## config.mk

```make
export PLATFORM = sky130hd
export DESIGN_NAME = sws_stack_wake_sequencer
export DESIGN_NICKNAME = d
export VERILOG_FILES = /design/src/sws_pkg.sv /design/src/sws_stack_wake_sequencer.sv
export SDC_FILE = /design/constraint.sdc
export NUM_CORES = 1
export LEC_CHECK = 0
export BUFFER_PORTS_ARGS = -buffer_cell sky130_fd_sc_hd__buf_2
export CORE_MARGIN = 2
export CORE_UTILIZATION = 26
export DETAILED_ROUTE_END_ITERATION = 12
export PLACE_DENSITY = 0.42
export SLEW_MARGIN = 20
export SYNTH_ARGS = -nofsm -noshare
export SYNTH_HDL_FRONTEND = slang
export SYNTH_SLANG_ARGS = --single-unit
```

## constraint.sdc

```tcl
create_clock -name clk -period 3.5 [get_ports clk]
set_clock_uncertainty 0.05 [all_clocks]
set_input_delay 0.175 -clock clk [delete_from_list [all_inputs] [get_ports clk]]
set_output_delay 0.175 -clock clk [all_outputs]
set_load 0.05 [all_outputs]
```

## src/sws_pkg.sv

```systemverilog
// Package for the stack wake sequencer: timing constants, modes, tone kinds and power controls.
// Assumes a single 40 MHz clock; all times are converted to cycles here.
package sws_pkg;

  // ****************************************
  // Clock and timing
  // ****************************************
  localparam int CLK_PERIOD_NS = 25;
  localparam int POR_SETTLE_NS = 1000;               // Always-on reference settle
  localparam int POR_SETTLE_CYC = (POR_SETTLE_NS + CLK_PERIOD_NS - 1) / CLK_PERIOD_NS;
  localparam int WAKE_READY_US = 2000;               // Power-on to wake-ready delay
  localparam int WAKE_READY_CYC = WAKE_READY_US * 1000 / CLK_PERIOD_NS;
  localparam int FULL_SETUP_US = 4000;               // Full wake setup time, longest
  localparam int FULL_SETUP_CYC = FULL_SETUP_US * 1000 / CLK_PERIOD_NS;
  localparam int RESUME_SETUP_US = 1000;             // Resume setup time, longest
  localparam int RESUME_SETUP_CYC = RESUME_SETUP_US * 1000 / CLK_PERIOD_NS;
  localparam int RESUME_LOW_US = 250;                // Resume start low time, least
  localparam int RESUME_LOW_CYC = (RESUME_LOW_US * 1000 + CLK_PERIOD_NS - 1) / CLK_PERIOD_NS;
  localparam int WAKE_PULSE_NS = 1000;               // Least wake pin pulse
  localparam int WAKE_PULSE_CYC = (WAKE_PULSE_NS + CLK_PERIOD_NS - 1) / CLK_PERIOD_NS;
  localparam int TONE_PERIOD_NS = 1000;              // Tone period
  localparam int TONE_PERIOD_CYC = TONE_PERIOD_NS / CLK_PERIOD_NS;
  localparam int TONE_HALF_CYC = TONE_PERIOD_CYC / 2;
  localparam int WAKE_TONE_COUNT = 16;
  localparam int RESUME_TONE_COUNT = 16;
  localparam int RESUME_TONE_MAX = 40;               // Upper bound on resume tone periods
  localparam int BIT_WIDTH_NS = 250;                 // Nominal chain bit width
  localparam int BIT_WIDTH_CYC = BIT_WIDTH_NS / CLK_PERIOD_NS;
  localparam int MAX_STACK = 64;

  localparam int CNT_W = 24;
  localparam int TONE_W = 8;
  localparam int BIT_W = 8;

  // ****************************************
  // Types
  // ****************************************
  typedef enum logic [2:0] {
    SWS_POR      = 3'h0,
    SWS_SHUTDOWN = 3'h1,
    SWS_WAKING   = 3'h2,
    SWS_RESUMING = 3'h3,
    SWS_ACTIVE   = 3'h4,
    SWS_SLEEP    = 3'h5
  } sws_mode_t;

  typedef enum logic [1:0] {
    SWS_TONE_NONE   = 2'h0,
    SWS_TONE_WAKE   = 2'h1,
    SWS_TONE_RESUME = 2'h2
  } sws_tone_t;

  // Power controls driven by the sequencer
  typedef struct packed {
    logic always_on_analog_ref;
    logic aux_regulator_out;
    logic analog_supply_regulator;
    logic digital_supply_regulator;
    logic references;
  } sws_power_t;

endpackage

```

## src/sws_stack_wake_sequencer.sv

```systemverilog
// Wake and resume sequencer for one device of a daisy-chained monitor stack.
// Assumes pins wake_req_n, uart_rx and chain inputs are asynchronous; the tone
// detector decodes periods of the tone on the low-side chain pin.
`timescale 1ns/100ps

// Notes on behaviour
// - At power-on bring up the always-on reference, then enter shutdown.
// - After the wake-ready delay, turn on aux regulator and accept wake requests.
// - Woken from shutdown, enable analog, digital supplies and references, then active.
// - After a full wake, send a wake tone of the wake tone count periods upward.
// - A received wake tone, or a resume tone while asleep, makes this device active and forward it.
// - Full wake from sleep reloads all registers from their programmed defaults.
// - Resume-without-reset goes from sleep to active keeping register contents.
// - Full wake from sleep completes within the full wake setup time.
// - Resume reaches active within resume setup time, then sends a resume tone.
// - A forwarded resume tone has no more than 40 tone periods.
// - Forwarded chain bits are re-timed to the nominal 250ns width.
module sws_stack_wake_sequencer #(
  parameter int WAKE_READY_CYC   = sws_pkg::WAKE_READY_CYC,
  parameter int FULL_SETUP_CYC   = sws_pkg::FULL_SETUP_CYC,
  parameter int RESUME_SETUP_CYC = sws_pkg::RESUME_SETUP_CYC,
  parameter int RESUME_LOW_CYC   = sws_pkg::RESUME_LOW_CYC
) (
  input  wire logic              clk,
  input  wire logic              rst_n,
  input  wire logic              wake_req_n,
  input  wire logic              uart_rx,
  input  wire logic              low_side_link_pin,
  input  wire logic              chain_bit_in,
  input  wire logic              sleep_req,
  output sws_pkg::sws_power_t    power_r,
  output sws_pkg::sws_mode_t     mode_r,
  output logic                   otp_reload_r,
  output logic                   tone_out_r,
  output logic                   chain_bit_out_r
);

  // ****************************************
  // Input synchronisers
  // ****************************************
  logic [1:0] wake_sync_r;
  logic [1:0] rx_sync_r;
  logic [1:0] tone_sync_r;
  logic [1:0] bit_sync_r;
  logic       tone_prev_r;
  logic       bit_prev_r;

  always_ff @(posedge clk) begin
    if (!rst_n) begin
      wake_sync_r <= 2'h3;
      rx_sync_r   <= 2'h3;
      tone_sync_r <= 2'h0;
      bit_sync_r  <= 2'h0;
      tone_prev_r <= 1'b0;
      bit_prev_r  <= 1'b0;
    end else begin
      wake_sync_r <= {wake_sync_r[0], wake_req_n};
      rx_sync_r   <= {rx_sync_r[0], uart_rx};
      tone_sync_r <= {tone_sync_r[0], low_side_link_pin};
      bit_sync_r  <= {bit_sync_r[0], chain_bit_in};
      tone_prev_r <= tone_sync_r[1];
      bit_prev_r  <= bit_sync_r[1];
    end
  end

  wire wake_low = ~wake_sync_r[1];
  wire rx_low   = ~rx_sync_r[1];
  wire tone_rise = tone_sync_r[1] & ~tone_prev_r;
  wire bit_rise  = bit_sync_r[1] & ~bit_prev_r;

  // ****************************************
  // Host request qualification
  // ****************************************
  logic [sws_pkg::CNT_W-1:0] wake_lo_cnt_r;
  logic [sws_pkg::CNT_W-1:0] rx_lo_cnt_r;

  always_ff @(posedge clk) begin
    if (!rst_n) begin
      wake_lo_cnt_r <= '0;
      rx_lo_cnt_r   <= '0;
    end else begin
      wake_lo_cnt_r <= wake_low ? sat_inc(wake_lo_cnt_r) : '0;
      rx_lo_cnt_r   <= rx_low ? sat_inc(rx_lo_cnt_r) : '0;
    end
  end

  function automatic logic [sws_pkg::CNT_W-1:0] sat_inc(input logic [sws_pkg::CNT_W-1:0] v);
    sat_inc = (&v) ? v : v + 1'b1;
  endfunction

  // Wake taken on release of a long enough pulse, so a held pin fires once
  wire wake_pulse  = ~wake_low &
                     (wake_lo_cnt_r >= sws_pkg::CNT_W'(sws_pkg::WAKE_PULSE_CYC));
  wire resume_host = rx_lo_cnt_r == sws_pkg::CNT_W'(RESUME_LOW_CYC);

  // ****************************************
  // Tone detector
  // ****************************************
  // Periods are counted from rising edges spaced about one tone period apart.
  logic [sws_pkg::BIT_W-1:0]  gap_cnt_r;
  logic [sws_pkg::TONE_W-1:0] rx_periods_r;

  wire gap_ok   = (gap_cnt_r >= sws_pkg::BIT_W'(sws_pkg::TONE_PERIOD_CYC - 2)) &&
                  (gap_cnt_r <= sws_pkg::BIT_W'(sws_pkg::TONE_PERIOD_CYC + 2));
  wire gap_long = gap_cnt_r > sws_pkg::BIT_W'(2 * sws_pkg::TONE_PERIOD_CYC);
  wire wake_tone_seen   = rx_periods_r == sws_pkg::TONE_W'(sws_pkg::WAKE_TONE_COUNT) &&
                          gap_long;
  wire resume_tone_seen = rx_periods_r >= sws_pkg::TONE_W'(sws_pkg::RESUME_TONE_COUNT + 4) &&
                          gap_long;

  always_ff @(posedge clk) begin
    if (!rst_n) begin
      gap_cnt_r    <= '0;
      rx_periods_r <= '0;
    end else begin
      gap_cnt_r <= tone_rise ? '0 : (&gap_cnt_r ? gap_cnt_r : gap_cnt_r + 1'b1);
      if (tone_rise)
        rx_periods_r <= gap_ok ? rx_periods_r + 1'b1 : sws_pkg::TONE_W'(1);
      else if (gap_long)
        rx_periods_r <= '0;
    end
  end

  // ****************************************
  // Mode sequencer
  // ****************************************
  sws_pkg::sws_mode_t         mode_nxt;
  sws_pkg::sws_tone_t         fwd_kind_r;
  sws_pkg::sws_tone_t         fwd_kind_nxt;
  logic                       full_wake_r;
  logic [sws_pkg::CNT_W-1:0]  tmr_r;
  wire                        tone_done;

  wire tmr_done_ready  = tmr_r >= sws_pkg::CNT_W'(WAKE_READY_CYC);
  wire tmr_done_por    = tmr_r >= sws_pkg::CNT_W'(sws_pkg::POR_SETTLE_CYC);
  // Wake and resume commit after a fixed settle inside the setup budget
  wire tmr_done_full   = tmr_r >= sws_pkg::CNT_W'(FULL_SETUP_CYC - 1);
  wire tmr_done_resume = tmr_r >= sws_pkg::CNT_W'(RESUME_SETUP_CYC - 1);
  wire wake_any        = wake_pulse | wake_tone_seen;
  wire resume_any      = resume_host | resume_tone_seen;

  always_comb begin
    mode_nxt     = mode_r;
    fwd_kind_nxt = fwd_kind_r;
    unique case (mode_r)
      sws_pkg::SWS_POR:
        if (tmr_done_por) mode_nxt = sws_pkg::SWS_SHUTDOWN;
      sws_pkg::SWS_SHUTDOWN:
        if (power_r.aux_regulator_out && wake_any) mode_nxt = sws_pkg::SWS_WAKING;
      sws_pkg::SWS_WAKING:
        if (tmr_done_full) begin
          mode_nxt     = sws_pkg::SWS_ACTIVE;
          fwd_kind_nxt = sws_pkg::SWS_TONE_WAKE;
        end
      sws_pkg::SWS_RESUMING:
        if (tmr_done_resume) begin
          mode_nxt     = sws_pkg::SWS_ACTIVE;
          fwd_kind_nxt = sws_pkg::SWS_TONE_RESUME;
        end
      sws_pkg::SWS_ACTIVE:
        if (sleep_req) mode_nxt = sws_pkg::SWS_SLEEP;
      sws_pkg::SWS_SLEEP:
        if (wake_any) mode_nxt = sws_pkg::SWS_WAKING;
        else if (resume_any) mode_nxt = sws_pkg::SWS_RESUMING;
      default:
        mode_nxt = sws_pkg::SWS_POR;
    endcase
    if (tone_done) fwd_kind_nxt = sws_pkg::SWS_TONE_NONE;
  end

  always_ff @(posedge clk) begin
    if (!rst_n) begin
      mode_r      <= sws_pkg::SWS_POR;
      fwd_kind_r  <= sws_pkg::SWS_TONE_NONE;
      full_wake_r <= 1'b0;
      tmr_r       <= '0;
    end else begin
      mode_r      <= mode_nxt;
      fwd_kind_r  <= fwd_kind_nxt;
      full_wake_r <= (mode_r == sws_pkg::SWS_SLEEP) && (mode_nxt == sws_pkg::SWS_WAKING);
      tmr_r       <= (mode_nxt != mode_r) ? '0 : sat_inc(tmr_r);
    end
  end

  // ****************************************
  // Power controls and register reload
  // ****************************************
  logic ready_seen_r;
  wire  supplies_on = (mode_nxt == sws_pkg::SWS_WAKING) || (mode_nxt == sws_pkg::SWS_RESUMING) ||
                      (mode_nxt == sws_pkg::SWS_ACTIVE);

  always_ff @(posedge clk) begin
    if (!rst_n) begin
      power_r      <= '0;
      ready_seen_r <= 1'b0;
      otp_reload_r <= 1'b0;
    end else begin
      power_r.always_on_analog_ref <= 1'b1;
      if (mode_r == sws_pkg::SWS_SHUTDOWN && tmr_done_ready)
        ready_seen_r <= 1'b1;
      power_r.aux_regulator_out        <= ready_seen_r;
      power_r.analog_supply_regulator  <= supplies_on;
      power_r.digital_supply_regulator <= supplies_on;
      power_r.references               <= supplies_on;
      // Resume path never pulses this, so register contents survive
      otp_reload_r <= full_wake_r;
    end
  end

  // ****************************************
  // Tone generator
  // ****************************************
  logic [sws_pkg::TONE_W-1:0] tone_per_r;
  logic [sws_pkg::BIT_W-1:0]  tone_ph_r;

  wire [sws_pkg::TONE_W-1:0] tone_len = (fwd_kind_r == sws_pkg::SWS_TONE_WAKE) ?
      sws_pkg::TONE_W'(sws_pkg::WAKE_TONE_COUNT) :
      sws_pkg::TONE_W'(sws_pkg::RESUME_TONE_COUNT + 4);
  wire tone_run  = (fwd_kind_r != sws_pkg::SWS_TONE_NONE) &&
                   (mode_r == sws_pkg::SWS_ACTIVE);
  wire ph_end    = tone_ph_r == sws_pkg::BIT_W'(sws_pkg::TONE_PERIOD_CYC - 1);
  assign tone_done = tone_run && ph_end && (tone_per_r == tone_len - 1'b1);

  always_ff @(posedge clk) begin
    if (!rst_n) begin
      tone_per_r <= '0;
      tone_ph_r  <= '0;
      tone_out_r <= 1'b0;
    end else if (!tone_run) begin
      tone_per_r <= '0;
      tone_ph_r  <= '0;
      tone_out_r <= 1'b0;
    end else begin
      tone_ph_r  <= ph_end ? '0 : tone_ph_r + 1'b1;
      tone_per_r <= ph_end ? tone_per_r + 1'b1 : tone_per_r;
      tone_out_r <= tone_ph_r < sws_pkg::BIT_W'(sws_pkg::TONE_HALF_CYC);
    end
  end

  // ****************************************
  // Chain bit re-timer
  // ****************************************
  // Each incoming pulse while active restarts a fixed-width output pulse; width never shrinks per hop.
  logic [sws_pkg::BIT_W-1:0] bit_cnt_r;

  always_ff @(posedge clk) begin
    if (!rst_n) begin
      bit_cnt_r       <= '0;
      chain_bit_out_r <= 1'b0;
    end else if (bit_rise && mode_r == sws_pkg::SWS_ACTIVE) begin
      bit_cnt_r       <= sws_pkg::BIT_W'(sws_pkg::BIT_WIDTH_CYC - 1);
      chain_bit_out_r <= 1'b1;
    end else if (bit_cnt_r != '0) begin
      bit_cnt_r       <= bit_cnt_r - 1'b1;
      chain_bit_out_r <= 1'b1;
    end else begin
      chain_bit_out_r <= 1'b0;
    end
  end

  // ****************************************
  // Checks
  // ****************************************
  int unsigned tone_periods_q;
  always_ff @(posedge clk) begin
    if (!rst_n || !tone_run) tone_periods_q <= 0;
    else if (ph_end) tone_periods_q <= tone_periods_q + 1;
  end

  // Length of the current high run of the re-timed bit
  int unsigned bit_hi_q;
  always_ff @(posedge clk) begin
    if (!rst_n || !chain_bit_out_r) bit_hi_q <= 0;
    else bit_hi_q <= bit_hi_q + 1;
  end

  por_to_shutdown_a: assert property (@(posedge clk) disable iff (!rst_n)
    mode_r == sws_pkg::SWS_SHUTDOWN |-> power_r.always_on_analog_ref)
    else $error("shutdown without always-on reference");
  aux_before_wake_a: assert property (@(posedge clk) disable iff (!rst_n)
    $past(mode_r) == sws_pkg::SWS_SHUTDOWN && mode_r == sws_pkg::SWS_WAKING
    |-> $past(power_r.aux_regulator_out))
    else $error("wake accepted before aux regulator on");
  supplies_active_a: assert property (@(posedge clk) disable iff (!rst_n)
    mode_r == sws_pkg::SWS_ACTIVE && $past(mode_r) == sws_pkg::SWS_ACTIVE
    |-> power_r.analog_supply_regulator && power_r.digital_supply_regulator)
    else $error("active without supplies");
  reload_full_a: assert property (@(posedge clk) disable iff (!rst_n)
    $rose(mode_r == sws_pkg::SWS_WAKING) && $past(mode_r) == sws_pkg::SWS_SLEEP
    |-> ##1 otp_reload_r)
    else $error("full wake from sleep did not reload");
  resume_keeps_a: assert property (@(posedge clk) disable iff (!rst_n)
    mode_r == sws_pkg::SWS_RESUMING |-> ##1 !otp_reload_r)
    else $error("resume reloaded registers");
  tone_cap_a: assert property (@(posedge clk) disable iff (!rst_n)
    tone_periods_q <= sws_pkg::RESUME_TONE_MAX)
    else $error("too many tone periods");
  tone_after_active_a: assert property (@(posedge clk) disable iff (!rst_n)
    tone_out_r |-> $past(mode_r) == sws_pkg::SWS_ACTIVE)
    else $error("tone sent before active");
  bit_width_a: assert property (@(posedge clk) disable iff (!rst_n)
    $fell(chain_bit_out_r) |-> bit_hi_q >= sws_pkg::BIT_WIDTH_CYC)
    else $error("re-timed bit too short");

  wake_seen_c: cover property (@(posedge clk) disable iff (!rst_n)
    mode_r == sws_pkg::SWS_WAKING ##1 mode_r == sws_pkg::SWS_WAKING);
  resume_seen_c: cover property (@(posedge clk) disable iff (!rst_n)
    mode_r == sws_pkg::SWS_RESUMING);
  tone_sent_c: cover property (@(posedge clk) disable iff (!rst_n) tone_done);

endmodule

```

Word level (Yosys, flattened, before mapping)
Index checks and enable logic that the tools add are counted.
{"block": "totals", "elab_cells": 120, "memories": 0, "mem_bits_ro": 0, "in_bits": 7, "ramBits": 0, "out_inout_bits": 11, "regBits": 135, "latch_bits": 0}
{"block": "op_classes", "div_mod_pow": 0, "addsub": 9, "n_reduce_logical": 31, "n_lt_le_gt_ge": 10, "n_eq_ne": 16, "bitwise": 9, "n_mul": 0, "mux": 20, "shifts": 0}
{"operator": "$add A24 B1 Y24 const B", "count": 3}
{"operator": "$reduce_and A24 Y1", "count": 3}
{"operator": "$ge A24 B6 Y1 const B", "count": 2}
{"operator": "$add A8 B1 Y8 const B", "count": 4}
{"operator": "$eq A24 B14 Y1 const B", "count": 1}
{"operator": "$ge A24 B16 Y1 const B", "count": 1}
{"operator": "$ge A24 B17 Y1 const B", "count": 1}
{"operator": "$ge A24 B18 Y1 const B", "count": 1}
{"operator": "$mux W3", "count": 8}
{"operator": "$mux W8", "count": 3}
{"operator": "$pmux W3 S6", "count": 1}
{"operator": "$eq A3 B2 Y1 const B", "count": 4}
{"operator": "$reduce_or A2 Y1", "count": 6}
{"operator": "$logic_and A1 B1 Y1", "count": 10}
{"operator": "$eq A3 B3 Y1 const B", "count": 3}
{"operator": "$eq A8 B5 Y1 const B", "count": 1}
{"operator": "$eq A8 B6 Y1 const B", "count": 1}
{"operator": "$eq A8 B8 Y1", "count": 1}
{"operator": "$ge A8 B5 Y1 const B", "count": 1}
{"operator": "$ge A8 B6 Y1 const B", "count": 1}
{"operator": "$gt A8 B7 Y1 const B", "count": 1}
{"operator": "$le A8 B6 Y1 const B", "count": 1}
{"operator": "$lt A8 B5 Y1 const B", "count": 1}
{"operator": "$mux W4", "count": 2}
{"operator": "other kinds (21)", "count": 34}

Depth between registers and ports, before layout
{"block": "depth", "ltp_word": 10, "depth_mapped": 9, "mapped_depth_nobuf": 8}

Worst setup path before layout
OpenSTA, ideal clock, no wires.
{"block": "synth_path", "path_type": "reg-to-reg", "from": "register tmr_r[19] (netlist name)", "to": "register tmr_r[2] (netlist name)", "path_stages_with_launch": 8, "n_path_buf": 1, "arrival_ns": 2.255, "synth_period_minus_slack_ns": 2.379, "path_slack_ns": 1.121, "setup_time_ns": 0.074, "required_time_ns": 3.376, "cell_sequence": "dfxtp_1 > or4_4 > or3_4 > a31o_1 > o21a_1 > o31a_1 > buf_6 > nor3_2"}
{"block": "synth_via", "elab_chain_len": 5, "word_cells_on_any_way": 10, "cone_classes": "order compare (3); eq/ne (1); mux (4); reduce/logical (2)"}
{"item": "from (decl)", "line_no": "sws_stack_wake_sequencer.sv:131", "source": "logic [sws_pkg::CNT_W-1:0] tmr_r;"}
{"item": "from (signal assigned)", "line_no": "sws_stack_wake_sequencer.sv:181", "source": "tmr_r <= (mode_nxt != mode_r) ? '0 : sat_inc(tmr_r);"}
{"item": "$ge A24 B16 Y1 (tied with other cells)", "line_no": "sws_stack_wake_sequencer.sv:138", "source": "wire tmr_done_resume = tmr_r >= sws_pkg::CNT_W'(RESUME_SETUP_CYC - 1);"}
{"item": "$mux W3, on equally long branches", "line_no": "sws_stack_wake_sequencer.sv:156, sws_stack_wake_sequencer.sv:147, sws_stack_wake_sequencer.sv:151"}
{"item": "$pmux W3 S6", "line_no": "sws_stack_wake_sequencer.sv:145", "source": "unique case (mode_r)"}
{"item": "$ne A3 B3 Y1", "line_no": "sws_stack_wake_sequencer.sv:181"}
{"item": "$reduce_or A2 Y1 (no source line)"}
Several ways; a longest one is shown, not always the timed one.
A chain may end at the register's enable or synchronous reset.

Final worst setup path
{"block": "layout_path", "from": "register wake_lo_cnt_r[1] (netlist name)", "to": "register wake_lo_cnt_r[6] (netlist name)"}
{"block": "layout_via", "elab_chain_len": 1, "word_cells_on_any_way": 2, "cone_classes": "add/sub (1); reduce/logical (1)"}
{"item": "from (decl)", "line_no": "sws_stack_wake_sequencer.sv:74", "source": "logic [sws_pkg::CNT_W-1:0] wake_lo_cnt_r;"}
{"item": "from (signal assigned)", "line_no": "sws_stack_wake_sequencer.sv:82", "source": "wake_lo_cnt_r <= wake_low ? sat_inc(wake_lo_cnt_r) : '0;"}
{"item": "$add A24 B1 Y24 or $reduce_and A24 Y1 (tied branches)", "line_no": "sws_stack_wake_sequencer.sv:88", "source": "sat_inc = (&v) ? v : v + 1'b1;"}
Several ways; a longest one is shown, not always the timed one.

==> impl_metrics.yaml <==
synth:
  ys_seq_area_share_pct: 40.4
  ys.flop_type: "dfxtp_1"
  syn_nets: 816
  synth.distinct_cells: 58
  synthCells: 796
  synth_edf_count: 0
  ys_ff_latch: 135
  synth_top_area_share_pct: 40.4
  yosysTopAreaCell: "dfxtp_1"
  synthTopCellsByArea: "dfxtp_1, xnor2_1, nor2_1"
  synth.most_common_cell: "dfxtp_1"
  syn-cell-area_um2: 6680
  ys_warn_count: 0
  synthArstFlopShare_pct: 0
  syn_avg_cell_area_um2: 8.40
  synthTopCellsByCount: "dfxtp_1, nor2_1, nand2_1"
route:
  viasPerCell: 4.81
  drc: 0
  wl_per_cell_um: 13.3
  drtAntennaViolNets: 0
  vias: 5527
  drt-total-wl_mm: 15.3
  first_pass_iters: 4
  drt_iter0_drc: 337
timing:
  finalCritPeriodShare_pct: 81.1
  slew-limit-headroom_pct: 35.4
  timing.fmax_ghz: 0.352
  finalWorstSetupSlack_ps: 662
  final.setup.tns_ps: 0
  hold_viol_final: 0
  slew_violations: 0
  setup_viol: 0
  period_needed_ps: 2840
  tightestPinTransition_ps: 969
  rsz0062_at_grt: "no"
floorplan:
  start_util_pct: 26.5
  die_area_um2: 27000
  core_area_um2: 25200
  fp.dieW_um: 164
  rows: 58
  ios: 18
  die_y_um: 164
finish:
  areaGrowthSynthToFinish_pct: 15.2
  drive_above_1_share_pct: 10.9
  design_area_um2: 7700
  nNetsFinal: 829
  n_antenna_cell: 0
cts:
  clock-sinks: 135
  cts_root_buf: "clkbuf_16"
  clkTransAtPathRegs_ps: 60
  clock_latency_ps: 410
  cts_tree: "yes"
  h-tree-depth: 4
  hold_buffers: 4
  post_cts_resize_count: 0
  clockBufferDepth: 2
  cts_buffers: 17
  postCtsSetupBuffers: 0
hold_path:
  hp-class: "in -> reg"
placed_design:
  place_area_um2: 7100
  pre_cts_ws_ps: 721
  dpl.hpwl_mm: 10.4
  port_buffers: 17
  place_congestion: 0.759
critical_path:
  cp_slowest_stage_delay_ps: 800
  cp-start-kind: "flop"
  critPathTopFamily: "simple AND/OR/NAND/NOR gates"
  path_buf_inv: 1
  crit_fanout: 9
  crit_arrival_ps: 3050
  required_ps: 3710
  critical_path.slowest_cell: "nor4bb_2"
  critPathCaptureType: "flop"
  path_cells: "ha_1 > nand2_1 > nor4_1 > nor4bb_2 > buf_4 > nor3b_1 > a21oi_1 > nor3_1"
  crit_type: "reg -> reg"
grt:
  overflow: 0
  grt_max_degree: 27
  antenna_found_initial: 0
  grt_pass1_wl_mm: 26.2
  grt.total_usage_pct: 12.1
  first_global_vias: 5296
power:
  power_leakage_nw: 2.52
  ir_worst_vdd_v: 0.000375
  powerDensity_nw_per_um2: 475
run:
  cap_violations: 0
status:
  status: "finished, final reports clean"
cell families after synthesis:
group	count (synthesis)	share of synthesized area (%)
flip-flops	135	40.4
multiplexers	4	0.599
adder cells (fa/ha/maj)	13	2.43
XOR/XNOR	73	9.57
AND/OR/NAND/NOR	391	32.1
AO/OA/AOI/OAI	119	11.1
buffers and inverters	61	3.80
through the flow:
step	hold WS [ps]	total power, W	util, %	instances
global placement	339	0.00199	28.2	1116
CTS	101	0.00372	30.6	1150
floorplan	153	0.00193	-	796
global route	126	0.00384	30.6	1150
detailed placement	342	0.00198	28.2	1116
finish	109	0.00365	30.6	1150
metal layers:
metal	vias to the layer above	routed length [µm]	share of wire, %	GRT usage (%)
li1	2853	-	-	-
met2	47	6700	44	18.4
met1	2603	7920	52	16.2
met5	-	0	0	0
met4	0	335	2.2	5.30
met3	24	341	2.2	2.73
state kept, by name (all words and copies together) (netlist names):
| name | count |
|---|---|
| power_r | 3 |
| bit_cnt_r | 8 |
| rx_sync_r | 2 |
| tone_prev_r | 1 |
| rx_periods_r | 8 |
| mode_r | 3 |
| otp_reload_r | 1 |
| full_wake_r | 1 |
| fwd_kind_r | 2 |
| tone_ph_r | 8 |
| chain_bit_out_r | 1 |
| tone_per_r | 8 |
| gap_cnt_r | 8 |
| wake_sync_r | 2 |
| bit_prev_r | 1 |
| tone_sync_r | 2 |
| tone_out_r | 1 |
| rx_lo_cnt_r | 24 |
| tmr_r | 24 |
| ready_seen_r | 1 |
| bit_sync_r | 2 |
| wake_lo_cnt_r | 24 |
final cells by class:
type / instances / area (µm²)
inverters: 23 / 86.3
multi-input cells: 600 / 3730
repair buffers: 32 / 208
fillers: 2651 / 17500
clock buffers: 22 / 484
clock inverters: 8 / 73.8
well taps: 330 / 413
flip-flops and latches: 135 / 2700
worst paths after layout:
kind              depth (start not counted)  slack (ps)        startpoint               end
hold / removal                            1         110             rst_n        power_r[4]
setup reg to reg                          8         660  wake_lo_cnt_r[1]  wake_lo_cnt_r[6]
setup / recovery                          8         660  wake_lo_cnt_r[1]  wake_lo_cnt_r[6]
hold reg to reg                           1         360      rx_sync_r[0]      rx_sync_r[1]
report_power, final:
group | leakage (nW) | internal, W | switching (W)
sequential | 1.09 | 0.00160 | 0.0000498
clock | 0.274 | 0.00104 | 0.000663
combinational | 1.16 | 0.000128 | 0.000174
total | 2.52 | 0.00277 | 0.000887
cells in the final DEF (no fill, tap or decap), types with 5 or more instances in the layout:
| master | Yosys | final |
|---|---|---|
| or4_1 | 6 | 6 |
| buf_2 | 2 | 17 |
| or3_1 | 15 | 15 |
| nand3_1 | 34 | 34 |
| and4_1 | 10 | 10 |
| nor3b_1 | 9 | 9 |
| nand2b_1 | 10 | 10 |
| dfxtp_1 | 135 | 135 |
| o211ai_1 | 7 | 7 |
| inv_1 | 23 | 23 |
| and3_1 | 18 | 18 |
| nand2_1 | 59 | 59 |
| ha_1 | 13 | 13 |
| xor2_1 | 31 | 31 |
| and2_1 | 16 | 16 |
| a21oi_1 | 31 | 31 |
| xnor2_1 | 42 | 42 |
| nor4_1 | 18 | 18 |
| nor3_2 | 20 | 20 |
| a31oi_1 | 10 | 10 |
| nor2_1 | 92 | 92 |
| nor3_1 | 39 | 39 |
| nor4b_1 | 5 | 5 |
| nand4_1 | 21 | 21 |
| o31ai_1 | 6 | 6 |
| clkbuf_16 | 0 | 17 |
| buf_4 | 2 | 11 |
| o21ai_0 | 35 | 35 |
Power figures use the tool's default switching activity.
